==> src/include/mag_ths_pkg.sv <==
// constants for the magnetic threshold detector
package mag_ths_pkg;
    // register offsets on the serial register port
    localparam logic [7:0] CFG_ADDR      = 8'h52;
    localparam logic [7:0] SRC_ADDR      = 8'h53;
    localparam logic [7:0] THS_BASE_ADDR = 8'h54;
    localparam logic [7:0] COUNT_ADDR    = 8'h5f;
    // configuration field positions
    localparam int CFG_LATCH_BIT = 7;
    localparam int CFG_OR_BIT    = 6;
    localparam int CFG_XEN_BIT   = 3;
    localparam int CFG_WAKE_BIT  = 2;
    localparam int CFG_INTEN_BIT = 1;
    localparam int CFG_ROUTE_BIT = 0;
    // source and threshold field positions
    localparam int SRC_EA_BIT    = 7;
    localparam int THS_CLR_BIT   = 7;
    localparam int AXES          = 3;
    localparam int THS_W         = 15;
    // reset values
    localparam logic [7:0]       CFG_RESET   = 8'h00;
    localparam logic [THS_W-1:0] THS_RESET   = 15'h0000;
    localparam logic [7:0]       COUNT_RESET = 8'h00;
endpackage : mag_ths_pkg

==> src/rtl/mag_threshold_detector.sv <==
// magnetic threshold event detector with its register set
//
// Function
// - With combine mode 0 an event needs every enabled axis at or below its threshold.
// - With combine mode 1 an event needs any enabled axis at or above its threshold.
// - The event flag rises only once the debounce counter has counted up to the debounce count.
// - With latch off the flag follows the live result and drops when it lapses.
// - With latch on the flag holds until software reads the source register.
// - Only axes whose enable bit (z 5, y 4, x 3) is set take part.
// - The flag reaches the wake logic only when config bit 2 is set.
// - The flag reaches an interrupt pin only when config bit 1 is set.
// - Config bit 0 routes the flag to the second pin when 0 and the first when 1, ORed with others.
// - Each threshold is an unsigned 15-bit magnitude.
// - Thresholds are compared with the raw sample, before any offset is removed.
// - A lapse clears the counter when the clear-mode bit is 1 and steps it down by one when 0.
// - Source holds per-axis event and polarity flags, zero for disabled axes.
// - The source event-active bit shows the debounced, possibly latched event flag.
`timescale 1ns/1ps
module mag_threshold_detector #(
    parameter int SAMPLE_W = 16,
    parameter int CNT_W    = 8
) (
    input  wire logic                i_clk,
    input  wire logic                i_rst,
    input  wire logic [7:0]          i_reg_addr,
    input  wire logic                i_reg_wr,
    input  wire logic                i_reg_rd,
    input  wire logic [7:0]          i_reg_wdata,
    output logic      [7:0]          o_reg_rdata,
    input  wire logic                i_sample_valid,
    input  wire logic [SAMPLE_W-1:0] i_mag_x,
    input  wire logic [SAMPLE_W-1:0] i_mag_y,
    input  wire logic [SAMPLE_W-1:0] i_mag_z,
    input  wire logic                i_first_int_others,
    input  wire logic                i_second_int_others,
    output logic                     o_first_int,
    output logic                     o_second_int,
    output logic                     o_wake_event,
    output logic                     o_event_flag
);
    localparam int AX = mag_ths_pkg::AXES;
    localparam int TW = mag_ths_pkg::THS_W;

    // parameter sanity
    if (SAMPLE_W < 16 || SAMPLE_W > 32)
        $error("sample width must be 16 to 32");
    if (CNT_W < 1 || CNT_W > 8)
        $error("debounce width must be 1 to 8");

    typedef struct packed {
        logic [7:0]            cfg;
        logic [AX-1:0][TW-1:0] thr;
        logic                  dbclr;
        logic [CNT_W-1:0]      limit;
        logic                  flag;
        logic [2*AX-1:0]       src_axes;
        logic                  eval;
        logic [7:0]            rdata;
    } det_s;
    det_s q;
    det_s d;

    logic [AX-1:0][SAMPLE_W-1:0] samples;
    logic [AX-1:0]               above;
    logic [AX-1:0]               below;
    logic [AX-1:0]               neg;
    logic [AX-1:0]               en;
    logic [AX-1:0]               axis_hit;
    logic                        cond;
    logic                        met;
    logic [CNT_W-1:0]            count;
    logic                        src_read;
    logic                        int_evt;

    // per-axis hit mask pattern for the source register layout
    function automatic logic [2*AX-1:0] spread(input logic [AX-1:0] m);
        logic [2*AX-1:0] r;
        r = '0;
        for (int k = 0; k < AX; k++)
        begin
            r[2*k]   = m[k];
            r[2*k+1] = m[k];
        end
        return r;
    endfunction : spread

    // raw samples go straight in; offset removal happens elsewhere
    assign samples = {i_mag_z, i_mag_y, i_mag_x};
    assign en      = q.cfg[mag_ths_pkg::CFG_XEN_BIT +: AX];

    for (genvar g = 0; g < AX; g++)
    begin : g_axis
        mag_axis_compare #(
            .SAMPLE_W (SAMPLE_W)
        ) u_cmp (
            .i_sample      (samples[g]),
            .i_threshold   (q.thr[g]),
            .o_at_or_above (above[g]),
            .o_at_or_below (below[g]),
            .o_negative    (neg[g])
        );
    end

    // combine enabled axes; no axis enabled means no event
    always_comb
    begin
        if (q.cfg[mag_ths_pkg::CFG_OR_BIT])
        begin
            axis_hit = above & en;
            cond     = |axis_hit;
        end
        else
        begin
            axis_hit = below & en;
            cond     = (&(below | ~en)) && (|en);
        end
    end

    mag_debounce #(
        .CNT_W (CNT_W)
    ) u_deb (
        .i_clk          (i_clk),
        .i_rst          (i_rst),
        .i_sample_valid (i_sample_valid),
        .i_cond         (cond),
        .i_limit        (q.limit),
        .i_clear_mode   (q.dbclr),
        .o_met          (met),
        .o_count        (count)
    );

    assign src_read = i_reg_rd && (i_reg_addr == mag_ths_pkg::SRC_ADDR);

    // register file, event flag and source capture
    always_comb
    begin
        d      = q;
        d.eval = i_sample_valid;
        if (i_reg_wr)
        begin
            if (i_reg_addr == mag_ths_pkg::CFG_ADDR)
                d.cfg = i_reg_wdata;
            if (i_reg_addr == mag_ths_pkg::COUNT_ADDR)
                d.limit = i_reg_wdata[CNT_W-1:0];
            for (int k = 0; k < AX; k++)
            begin
                if (i_reg_addr == mag_ths_pkg::THS_BASE_ADDR + 8'(2*k))
                    d.thr[k][TW-1:8] = i_reg_wdata[TW-9:0];
                if (i_reg_addr == mag_ths_pkg::THS_BASE_ADDR + 8'(2*k+1))
                    d.thr[k][7:0] = i_reg_wdata;
            end
            if (i_reg_addr == mag_ths_pkg::THS_BASE_ADDR)
                d.dbclr = i_reg_wdata[mag_ths_pkg::THS_CLR_BIT];
        end
        // per-axis flags follow each sample unless a latched event froze them
        if (i_sample_valid && !(q.cfg[mag_ths_pkg::CFG_LATCH_BIT] && q.flag))
            d.src_axes = spread(axis_hit) & {AX{1'b1, 1'b0}} | spread(neg & axis_hit) & {AX{1'b0, 1'b1}};
        if (q.cfg[mag_ths_pkg::CFG_LATCH_BIT])
        begin
            if (src_read)
                d.flag = 1'b0;
            if (q.eval && met)
                d.flag = 1'b1;
        end
        else
            d.flag = met;
        // read data, captured on the read strobe
        if (i_reg_rd)
        begin
            d.rdata = 8'h00;
            if (i_reg_addr == mag_ths_pkg::CFG_ADDR)
                d.rdata = q.cfg;
            if (i_reg_addr == mag_ths_pkg::SRC_ADDR)
                d.rdata = {q.flag, 1'b0, q.src_axes & spread(en)};
            if (i_reg_addr == mag_ths_pkg::COUNT_ADDR)
                d.rdata = 8'(q.limit);
            for (int k = 0; k < AX; k++)
            begin
                if (i_reg_addr == mag_ths_pkg::THS_BASE_ADDR + 8'(2*k))
                    d.rdata = {(k == 0) ? q.dbclr : 1'b0, q.thr[k][TW-1:8]};
                if (i_reg_addr == mag_ths_pkg::THS_BASE_ADDR + 8'(2*k+1))
                    d.rdata = q.thr[k][7:0];
            end
        end
    end

    always_ff @(posedge i_clk)
    begin
        if (i_rst)
        begin
            q       <= '0;
            q.cfg   <= mag_ths_pkg::CFG_RESET;
            q.thr   <= {AX{mag_ths_pkg::THS_RESET}};
            q.limit <= CNT_W'(mag_ths_pkg::COUNT_RESET);
        end
        else
            q <= d;
    end

    // outputs: wake, interrupt routing with the other sources
    assign int_evt      = q.flag && q.cfg[mag_ths_pkg::CFG_INTEN_BIT];
    assign o_first_int  = i_first_int_others | (int_evt & q.cfg[mag_ths_pkg::CFG_ROUTE_BIT]);
    assign o_second_int = i_second_int_others | (int_evt & ~q.cfg[mag_ths_pkg::CFG_ROUTE_BIT]);
    assign o_wake_event = q.flag && q.cfg[mag_ths_pkg::CFG_WAKE_BIT];
    assign o_event_flag = q.flag;
    assign o_reg_rdata  = q.rdata;
endmodule : mag_threshold_detector

==> src/rtl/mag_axis_compare.sv <==
// one axis: magnitude of a raw sample against an unsigned threshold
`timescale 1ns/1ps
module mag_axis_compare #(
    parameter int SAMPLE_W = 16
) (
    input  wire logic [SAMPLE_W-1:0]          i_sample,
    input  wire logic [mag_ths_pkg::THS_W-1:0] i_threshold,
    output logic                              o_at_or_above,
    output logic                              o_at_or_below,
    output logic                              o_negative
);
    logic [SAMPLE_W-1:0] mag;
    logic [SAMPLE_W-1:0] thr_ext;

    // magnitude as unsigned, so full negative scale stays exact
    always_comb
    begin
        o_negative    = i_sample[SAMPLE_W-1];
        mag           = o_negative ? SAMPLE_W'(-i_sample) : i_sample;
        thr_ext       = SAMPLE_W'(i_threshold);
        o_at_or_above = (mag >= thr_ext);
        o_at_or_below = (mag <= thr_ext);
    end
endmodule : mag_axis_compare

==> src/rtl/mag_debounce.sv <==
// debounce counter for the combined threshold condition
`timescale 1ns/1ps
module mag_debounce #(
    parameter int CNT_W = 8
) (
    input  wire logic             i_clk,
    input  wire logic             i_rst,
    input  wire logic             i_sample_valid,
    input  wire logic             i_cond,
    input  wire logic [CNT_W-1:0] i_limit,
    input  wire logic             i_clear_mode,
    output logic                  o_met,
    output logic [CNT_W-1:0]      o_count
);
    typedef struct packed {
        logic [CNT_W-1:0] cnt;
        logic             met;
    } deb_s;
    deb_s q;
    deb_s d;

    // count up while true, clear or step down when it lapses
    always_comb
    begin
        d = q;
        if (i_sample_valid)
        begin
            if (i_cond)
            begin
                if (q.cnt < i_limit)
                    d.cnt = q.cnt + CNT_W'(1);
                d.met = (d.cnt >= i_limit);
            end
            else
            begin
                if (i_clear_mode)
                    d.cnt = '0;
                else if (q.cnt != '0)
                    d.cnt = q.cnt - CNT_W'(1);
                d.met = 1'b0;
            end
        end
    end

    always_ff @(posedge i_clk)
    begin
        if (i_rst)
            q <= '0;
        else
            q <= d;
    end

    assign o_met   = q.met;
    assign o_count = q.cnt;
endmodule : mag_debounce

==> config.mk <==
export PLATFORM = sky130hd
export DESIGN_NAME = mag_threshold_detector
export DESIGN_NICKNAME = d
export VERILOG_FILES = /design/src/include/mag_ths_pkg.sv /design/src/rtl/mag_threshold_detector.sv /design/src/rtl/mag_axis_compare.sv /design/src/rtl/mag_debounce.sv
export SDC_FILE = /design/constraint.sdc
export NUM_CORES = 1
export LEC_CHECK = 0
export BUFFER_PORTS_ARGS = -buffer_cell sky130_fd_sc_hd__buf_2
export CORE_MARGIN = 2
export CORE_UTILIZATION = 40
export CTS_BUF_LIST = sky130_fd_sc_hd__clkbuf_8
export CTS_CLUSTER_DIAMETER = 30
export DETAILED_ROUTE_END_ITERATION = 16
export GPL_TIMING_DRIVEN = 0
export HOLD_SLACK_MARGIN = 0.15
export SLEW_MARGIN = 20
export SYNTH_ARGS = -nofsm -noshare
export SYNTH_HDL_FRONTEND = slang
export SYNTH_HIERARCHICAL = 1
export SYNTH_SLANG_ARGS = --single-unit
==> constraint.sdc <==
create_clock -name i_clk -period 5 [get_ports i_clk]
set_input_delay 0.25 -clock i_clk [delete_from_list [all_inputs] [get_ports i_clk]]
set_output_delay 0.25 -clock i_clk [all_outputs]
set_load 0.02 [all_outputs]
---- After elaboration in Yosys (flattened, before gate mapping) ----
Cells that the tools add are included.
storage, ports and cells
  flip-flop bits (word level) ............. 87
  output and inout bits ................... 12
  input bits .............................. 71
operators by class
  multiplexer cells ....................... 23
  $add $sub $neg .......................... 5
  bitwise logic cells ..................... 12
  equality and inequality tests ........... 10
  magnitude comparators ................... 8
  reduce and logical (&&, ||, !) cells .... 22
operators with widths
  kind                 count
  $mux 8               14
  $eq 8x7->1 const B   9
  $ge 16x15->1         3
  $le 16x15->1         3
  $mux 16              3
  $neg 16->16          3
  $reduce_and 2->1     9
  $and 3x3->3          3
  $mux 9               1
  $add 8x1->8 const B  1
  $ge 8x8->1           1
  $lt 8x8->1           1
  $reduce_bool 8->1    1
  $sub 8x1->8 const B  1
  $logic_and 1x1->1    7
  $and 6x6->6          1
  $or 6x5->6           1
  $reduce_or 3->1      2
  $mux 1               4
  $mux 3               1
  $ne 3x1->1 const B   1
  $not 3->3            1
  $or 3x3->3           1
  $reduce_and 3->1     1
  other kinds (5)      7

---- Depth between registers and ports, before layout ----
  depth after elaboration ................. 11
  gate-level depth with buffers ........... 22
  gate-level depth less buffers ........... 21

---- By module ----
The synthesis kept the hierarchy.
modules (own cells, without submodules)
  module                              seq. area each (um^2)  times used  cells an instance  area an instance (um^2)
  mag_threshold_detector              1561.5                 1           470                4013.8
  mag_debounce                        180.2                  1           168                1255.0
  mag_axis_compare (g_axis[0].u_cmp)  0.0                    1           101                708.2
  mag_axis_compare (g_axis[1].u_cmp)  0.0                    1           99                 699.4
  mag_axis_compare (g_axis[2].u_cmp)  0.0                    1           98                 689.4

---- Worst setup path after synthesis ----
No wires, ideal clock.
  path type ............................... input -> register
  start ................................... input i_mag_z[12]
  end ..................................... register u_deb.q, in the netlist u_deb/o_count[0]
  path buffers ............................ 1
  path slack .............................. 0.736 ns
  arrival ................................. 4.176 ns
  stages on the path ...................... 17
  data required time ...................... 4.912 ns
  cell sequence ........................... or4_1 or2_1 o21ai_1 xnor2_1 ha_1 nand3_1 nor4_1 a21boi_1 or4_4 or3b_1 a222oi_1 o21ai_0 or2_2 clkbuf_1 o31ai_1 a21oi_1 o32ai_2
between the ends
  elaborated cells on any way between the ends .. 13
RTL lines
  element                             line                           text
  start, declared                     mag_threshold_detector.sv:33   input wire logic [SAMPLE_W-1:0] i_mag_z,
  $neg 16->16                         mag_axis_compare.sv:19         mag = o_negative ? SAMPLE_W'(-i_sample) : i_sample;
  $mux 16 (*)                         mag_axis_compare.sv:19
  $ge 16x15->1 (*)                    mag_axis_compare.sv:21         o_at_or_above = (mag >= thr_ext);
  named net above[2]                  mag_threshold_detector.sv:64   logic [AX-1:0] above;
  $and 3x3->3 (*)                     mag_threshold_detector.sv:109  axis_hit = above & en;
  $reduce_or 3->1 (*)                 mag_threshold_detector.sv:110  cond = |axis_hit;
  $mux 1 (*)                          mag_threshold_detector.sv:107  if (q.cfg[mag_ths_pkg::CFG_OR_BIT])
  named net cond                      mag_threshold_detector.sv:69   logic cond;
  $reduce_bool 3->1 (no source line)  -
  $reduce_and 2->1 (no source line)   -
  end signal, assigned                mag_debounce.sv:48             q <= '0;
  end signal, assigned                mag_debounce.sv:50             q <= d;
  end, declared                       mag_debounce.sv:19             deb_s q;
The timed path passes the listed nets; every way through them passes the cells marked *.
A chain may end at the register's enable or synchronous reset.

---- Worst setup path in the final report ----
  start ................................... input i_mag_z[12]
  end ..................................... register u_deb.q, in the netlist u_deb/o_count[5]
between the ends
  longest elaborated chain between the ends .. 9
  elaborated cells on any way between the ends .. 13
RTL lines
  element                             line                           text
  $neg 16->16                         mag_axis_compare.sv:19
  $mux 16 (*)                         mag_axis_compare.sv:19
  $le 16x15->1 (*)                    mag_axis_compare.sv:22         o_at_or_below = (mag <= thr_ext);
  named net below[2]                  mag_threshold_detector.sv:65   logic [AX-1:0] below;
  $or 3x3->3 (*)                      mag_threshold_detector.sv:115  cond = (&(below | ~en)) && (|en);
  $reduce_and 3->1 (*)                mag_threshold_detector.sv:115
  $logic_and 1x1->1 (*)               mag_threshold_detector.sv:115
  $mux 1 (*)                          mag_threshold_detector.sv:107
  named net cond                      mag_threshold_detector.sv:69
  $reduce_bool 3->1 (no source line)  -
  $reduce_and 2->1 (no source line)   -
Marked as above.

==> impl_metrics.sql <==
INSERT INTO impl_metrics (metric_group, metric, value, unit) VALUES
('clock_network', 'max-clock-path-buffers', '2', ''),
('power_and_ir_drop', 'tot_pwr', '2190', 'uW'),
('timing', 'slew-limit-headroom', '0.502', ''),
('place', 'gpl.final_weighted_congestion', '0.967', ''),
('timing', 'post-route-period-util', '0.928', ''),
('timing', 'final.hold.worst_slack', '0.232', 'ns'),
('yosys', 'synth_common_cells', 'sky130_fd_sc_hd__dfxtp_1 (87), sky130_fd_sc_hd__nand2_1 (85), sky130_fd_sc_hd__nor2_1 (79)', ''),
('setup_path', 'worstSetupStartpointType', 'primary input', ''),
('setup_path', 'crit_path_frequent_cell', 'sky130_fd_sc_hd__inv_1', ''),
('setup_path', 'critical_setup_path_class', 'in -> reg', ''),
('power_and_ir_drop', 'irDropWorstVdd', '122', 'uV'),
('min_path', 'hold_class', 'in -> reg', ''),
('final_layout', 'num-nets-final', '1156', ''),
('yosys', 'synth_cells', '936', ''),
('setup_path', 'worstReg2RegEnd', 'u_deb/o_count[5]', ''),
('yosys', 'library_cell_with_the_largest_summed_area_after_synthesis', 'sky130_fd_sc_hd__dfxtp_1', ''),
('yosys', 'synth.avg_cell_area', '7.87', 'sq um'),
('clock_network', 'numCtsBuffers', '9', ''),
('global_routing', 'initial_antenna_violation_count', '0', ''),
('clock_network', 'clkSinkCount', '87', ''),
('final_layout', 'antenna_cells', '0', ''),
('final_layout', 'fillers', '1898', ''),
('routing', 'route.vias.total', '6991', ''),
('timing', 'finClkSkew', '0.0124', 'ns'),
('routing', 'detail_route.iter0.violations', '452', ''),
('final_layout', 'layout-drive-gt1-share', '0.158', ''),
('place', 'numPortBuffers', '71', ''),
('power_and_ir_drop', 'cellPowerDensity', '265', 'nW/um^2'),
('yosys', 'count_of_different_cell_masters_after_synthesis', '89', ''),
('clock_network', 'cts.reportedPaths.clkPinSlew', '0.09', 'ns'),
('routing', 'postRouteWirelength', '21.7', 'mm'),
('die', 'floorplan.io_pins', '83', ''),
('yosys', 'synth-edff-count', '0', ''),
('die', 'floorplan.die_area', '19500', 'sq um'),
('routing', 'detail_route.drc_violations', '0', ''),
('final_layout', 'multiInputGateArea', '5020', 'sq um'),
('setup_path', 'cpPeakStageDelay', '0.54', 'ns'),
('routing', 'route.detailed.vias_per_inst', '5.58', ''),
('routing', 'drt_pre_antenna_iters', '6', ''),
('yosys', 'netlist_area', '7370', 'sq um'),
('global_routing', 'grtUsageTotal', '0.225', ''),
('min_path', 'hold_path_startpoint', 'i_reg_wdata[7]', ''),
('timing', 'worst_pin_slew', '0.747', 'ns'),
('routing', 'antenna_left', '0', ''),
('setup_path', 'worst_r2r_startpoint', 'q[60]', ''),
('yosys', 'share_of_synthesized_area_occupied_by_flip_flops_and_latches', '0.236', ''),
('final_layout', 'post_route_core_utilization', '0.458', ''),
('outcome', 'status', 'completed', ''),
('die', 'core_region_area', '18000', 'sq um'),
('final_layout', 'area_delta_synth_final', '12.1', '%'),
('global_routing', 'largest_net_degree_at_the_start_of_global_routing', '15', ''),
('power_and_ir_drop', 'total_leakage_power', '0.00345', 'uW'),
('yosys', 'yosys.cell_count.top_type', 'sky130_fd_sc_hd__dfxtp_1', ''),
('global_routing', 'grt_first_pass_wirelength', '35.4', 'mm'),
('setup_path', 'crit_path_start', 'i_mag_z[12]', ''),
('global_routing', 'gr-total-overflow', '0', ''),
('clock_network', 'tritoncts', 'done', ''),
('timing', 'report.final.slew_viol_count', '0', ''),
('routing', 'drt-wirelength-per-cell', '17.3', 'um'),
('clock_network', 'clock_tree.root_cell', 'sky130_fd_sc_hd__clkbuf_8', ''),
('setup_path', 'worstPathRequired', '5.30', 'ns'),
('clock_network', 'later_pin_clock_latency_in_the_skew_report', '0.38', 'ns'),
('min_path', 'hold_end', 'q[62]', ''),
('yosys', 'synth-warning-count', '6', ''),
('timing', 'fmax', '215', 'MHz'),
('timing', 'number_of_hold_violations_in_the_final_report', '0', ''),
('yosys', 'async_reset_ff_frac', '0', ''),
('die', 'row_count', '49', ''),
('clock_network', 'cts_htree_levels', '3', ''),
('setup_path', 'critical_path_cell_by_cell', 'buf_2 -> or4_1 -> or2_1 -> o21ai_1 -> xnor2_1 -> ha_1 -> nand3_1 -> nor4_1 -> a21boi_1 -> or4_4 -> a21oi_1 -> inv_1 -> a222oi_1 -> o311ai_0 -> o21ai_0 -> clkbuf_1 -> nor2b_1 -> inv_1 -> or3_1 -> o221ai_1', ''),
('setup_path', 'r2r_cells', '16', '');
[per-stage QoR]
| stage | setup WS (ns) | instance area (sq um) | instances | TNS, ns |
|---|---|---|---|---|
| after floorplan | 0.736 | 7370 | 936 | 0 |
| after global placement | -0.0582 | 8010 | 1236 | -0.0794 |
| after detailed placement | -0.0614 | 8010 | 1236 | -0.155 |
| after CTS | 0.321 | 8250 | 1253 | 0 |
| after global routing | 0.0189 | 8260 | 1253 | 0 |
| final | 0.358 | 8260 | 1253 | 0 |
[worst max-delay path, delay by kind of cell]
kind,cells,cell delay [ns]
AO/OA/AOI/OAI,7,1.28
buffers and inverters,4,0.79
XOR/XNOR,1,0.15
adder cells (fa/ha/maj),1,0.27
AND/OR/NAND/NOR,7,2.20
[sequential cells by signal, summed over array words and instances (netlist names)]
name and count:
o_reg_rdata 8, u_deb/o_count 8, q 66, u_deb/o_met 1
o_event_flag 1, en 3
[layout by cell type, fill, tap and decap left out, drive strengths merged, types with 4 or more instances in the layout]
cell,netlist,final
buf,30,101
dfxtp,87,87
nand2,85,85
nor2,81,81
inv,74,76
ha,66,66
mux2i,62,62
a21oi,61,61
clkbuf,35,46
xnor2,45,45
o21ai,40,40
nand3,39,39
nor2b,17,17
o31ai,14,14
nand2b,13,13
nor3,12,12
nand4,12,12
a31oi,11,11
or3,11,11
and3,9,9
a21o,9,9
or4,9,9
o22ai,7,7
o41ai,7,7
or2,7,7
nor4,7,7
and2,5,5
mux2,5,5
o2111ai,5,5
o211ai,5,5
o32ai,5,5
a211oi,5,5
a22oi,4,4
or3b,4,4
[timing repair]
action | in CTS | in global routing
hold endpoints to repair | 1 | 0
hold buffers | 1 | 0
setup endpoints to repair | 0 | 6
gates resized for setup | 0 | 2
[where the power goes]
group / switching [uW] / internal [uW] / leakage, uW / total (uW)
registers: 23.4 / 717 / 0.000703 / 741
logic: 520 / 358 / 0.00263 / 878
clock network: 263 / 309 / 0.000117 / 572
total: 807 / 1380 / 0.00345 / 2190
[logic make-up after synthesis]
group / Yosys count / share of synthesized area
DFF: 87 / 0.236
adders and majority gates: 66 / 0.112
buffers and inverters: 139 / 0.0827
AOI/OAI and AO/OA: 206 / 0.185
muxes: 67 / 0.0919
and+or+nand+nor: 325 / 0.237
xor gates and xnor gates: 46 / 0.0547
[cell type report]
class                           count  area share
Tap cell                          229      0.0347
Multi-Input combinational cell    710       0.608
Inverter                           74      0.0336
Clock buffer                       11      0.0183
Clock inverter                      5     0.00970
Timing Repair Buffer               72      0.0442
Sequential cell                    87       0.211
Buffer                             65      0.0402
[worst max-delay path by stage]
stage / cells past startpoint / slack, ns / to
final: 20 / 0.36 / u_deb/o_count[5]
after global routing: 20 / 0.02 / u_deb/o_count[5]
after CTS: 18 / 0.32 / u_deb/o_count[0]
after detailed placement: 18 / -0.06 / u_deb/o_count[0]
after global placement: 18 / -0.06 / u_deb/o_count[0]
after floorplan: 17 / 0.74 / u_deb/o_count[0]
[routing by layer]
layer  global-route usage  up-vias  wire length, um
met5                    0        -                0
met1                0.325     3233            10600
li1                     -     3490                -
met2                0.349      232             9320
met4               0.0805        0              564
met3               0.0224       36             1170
(Power assumes the default switching activity.)
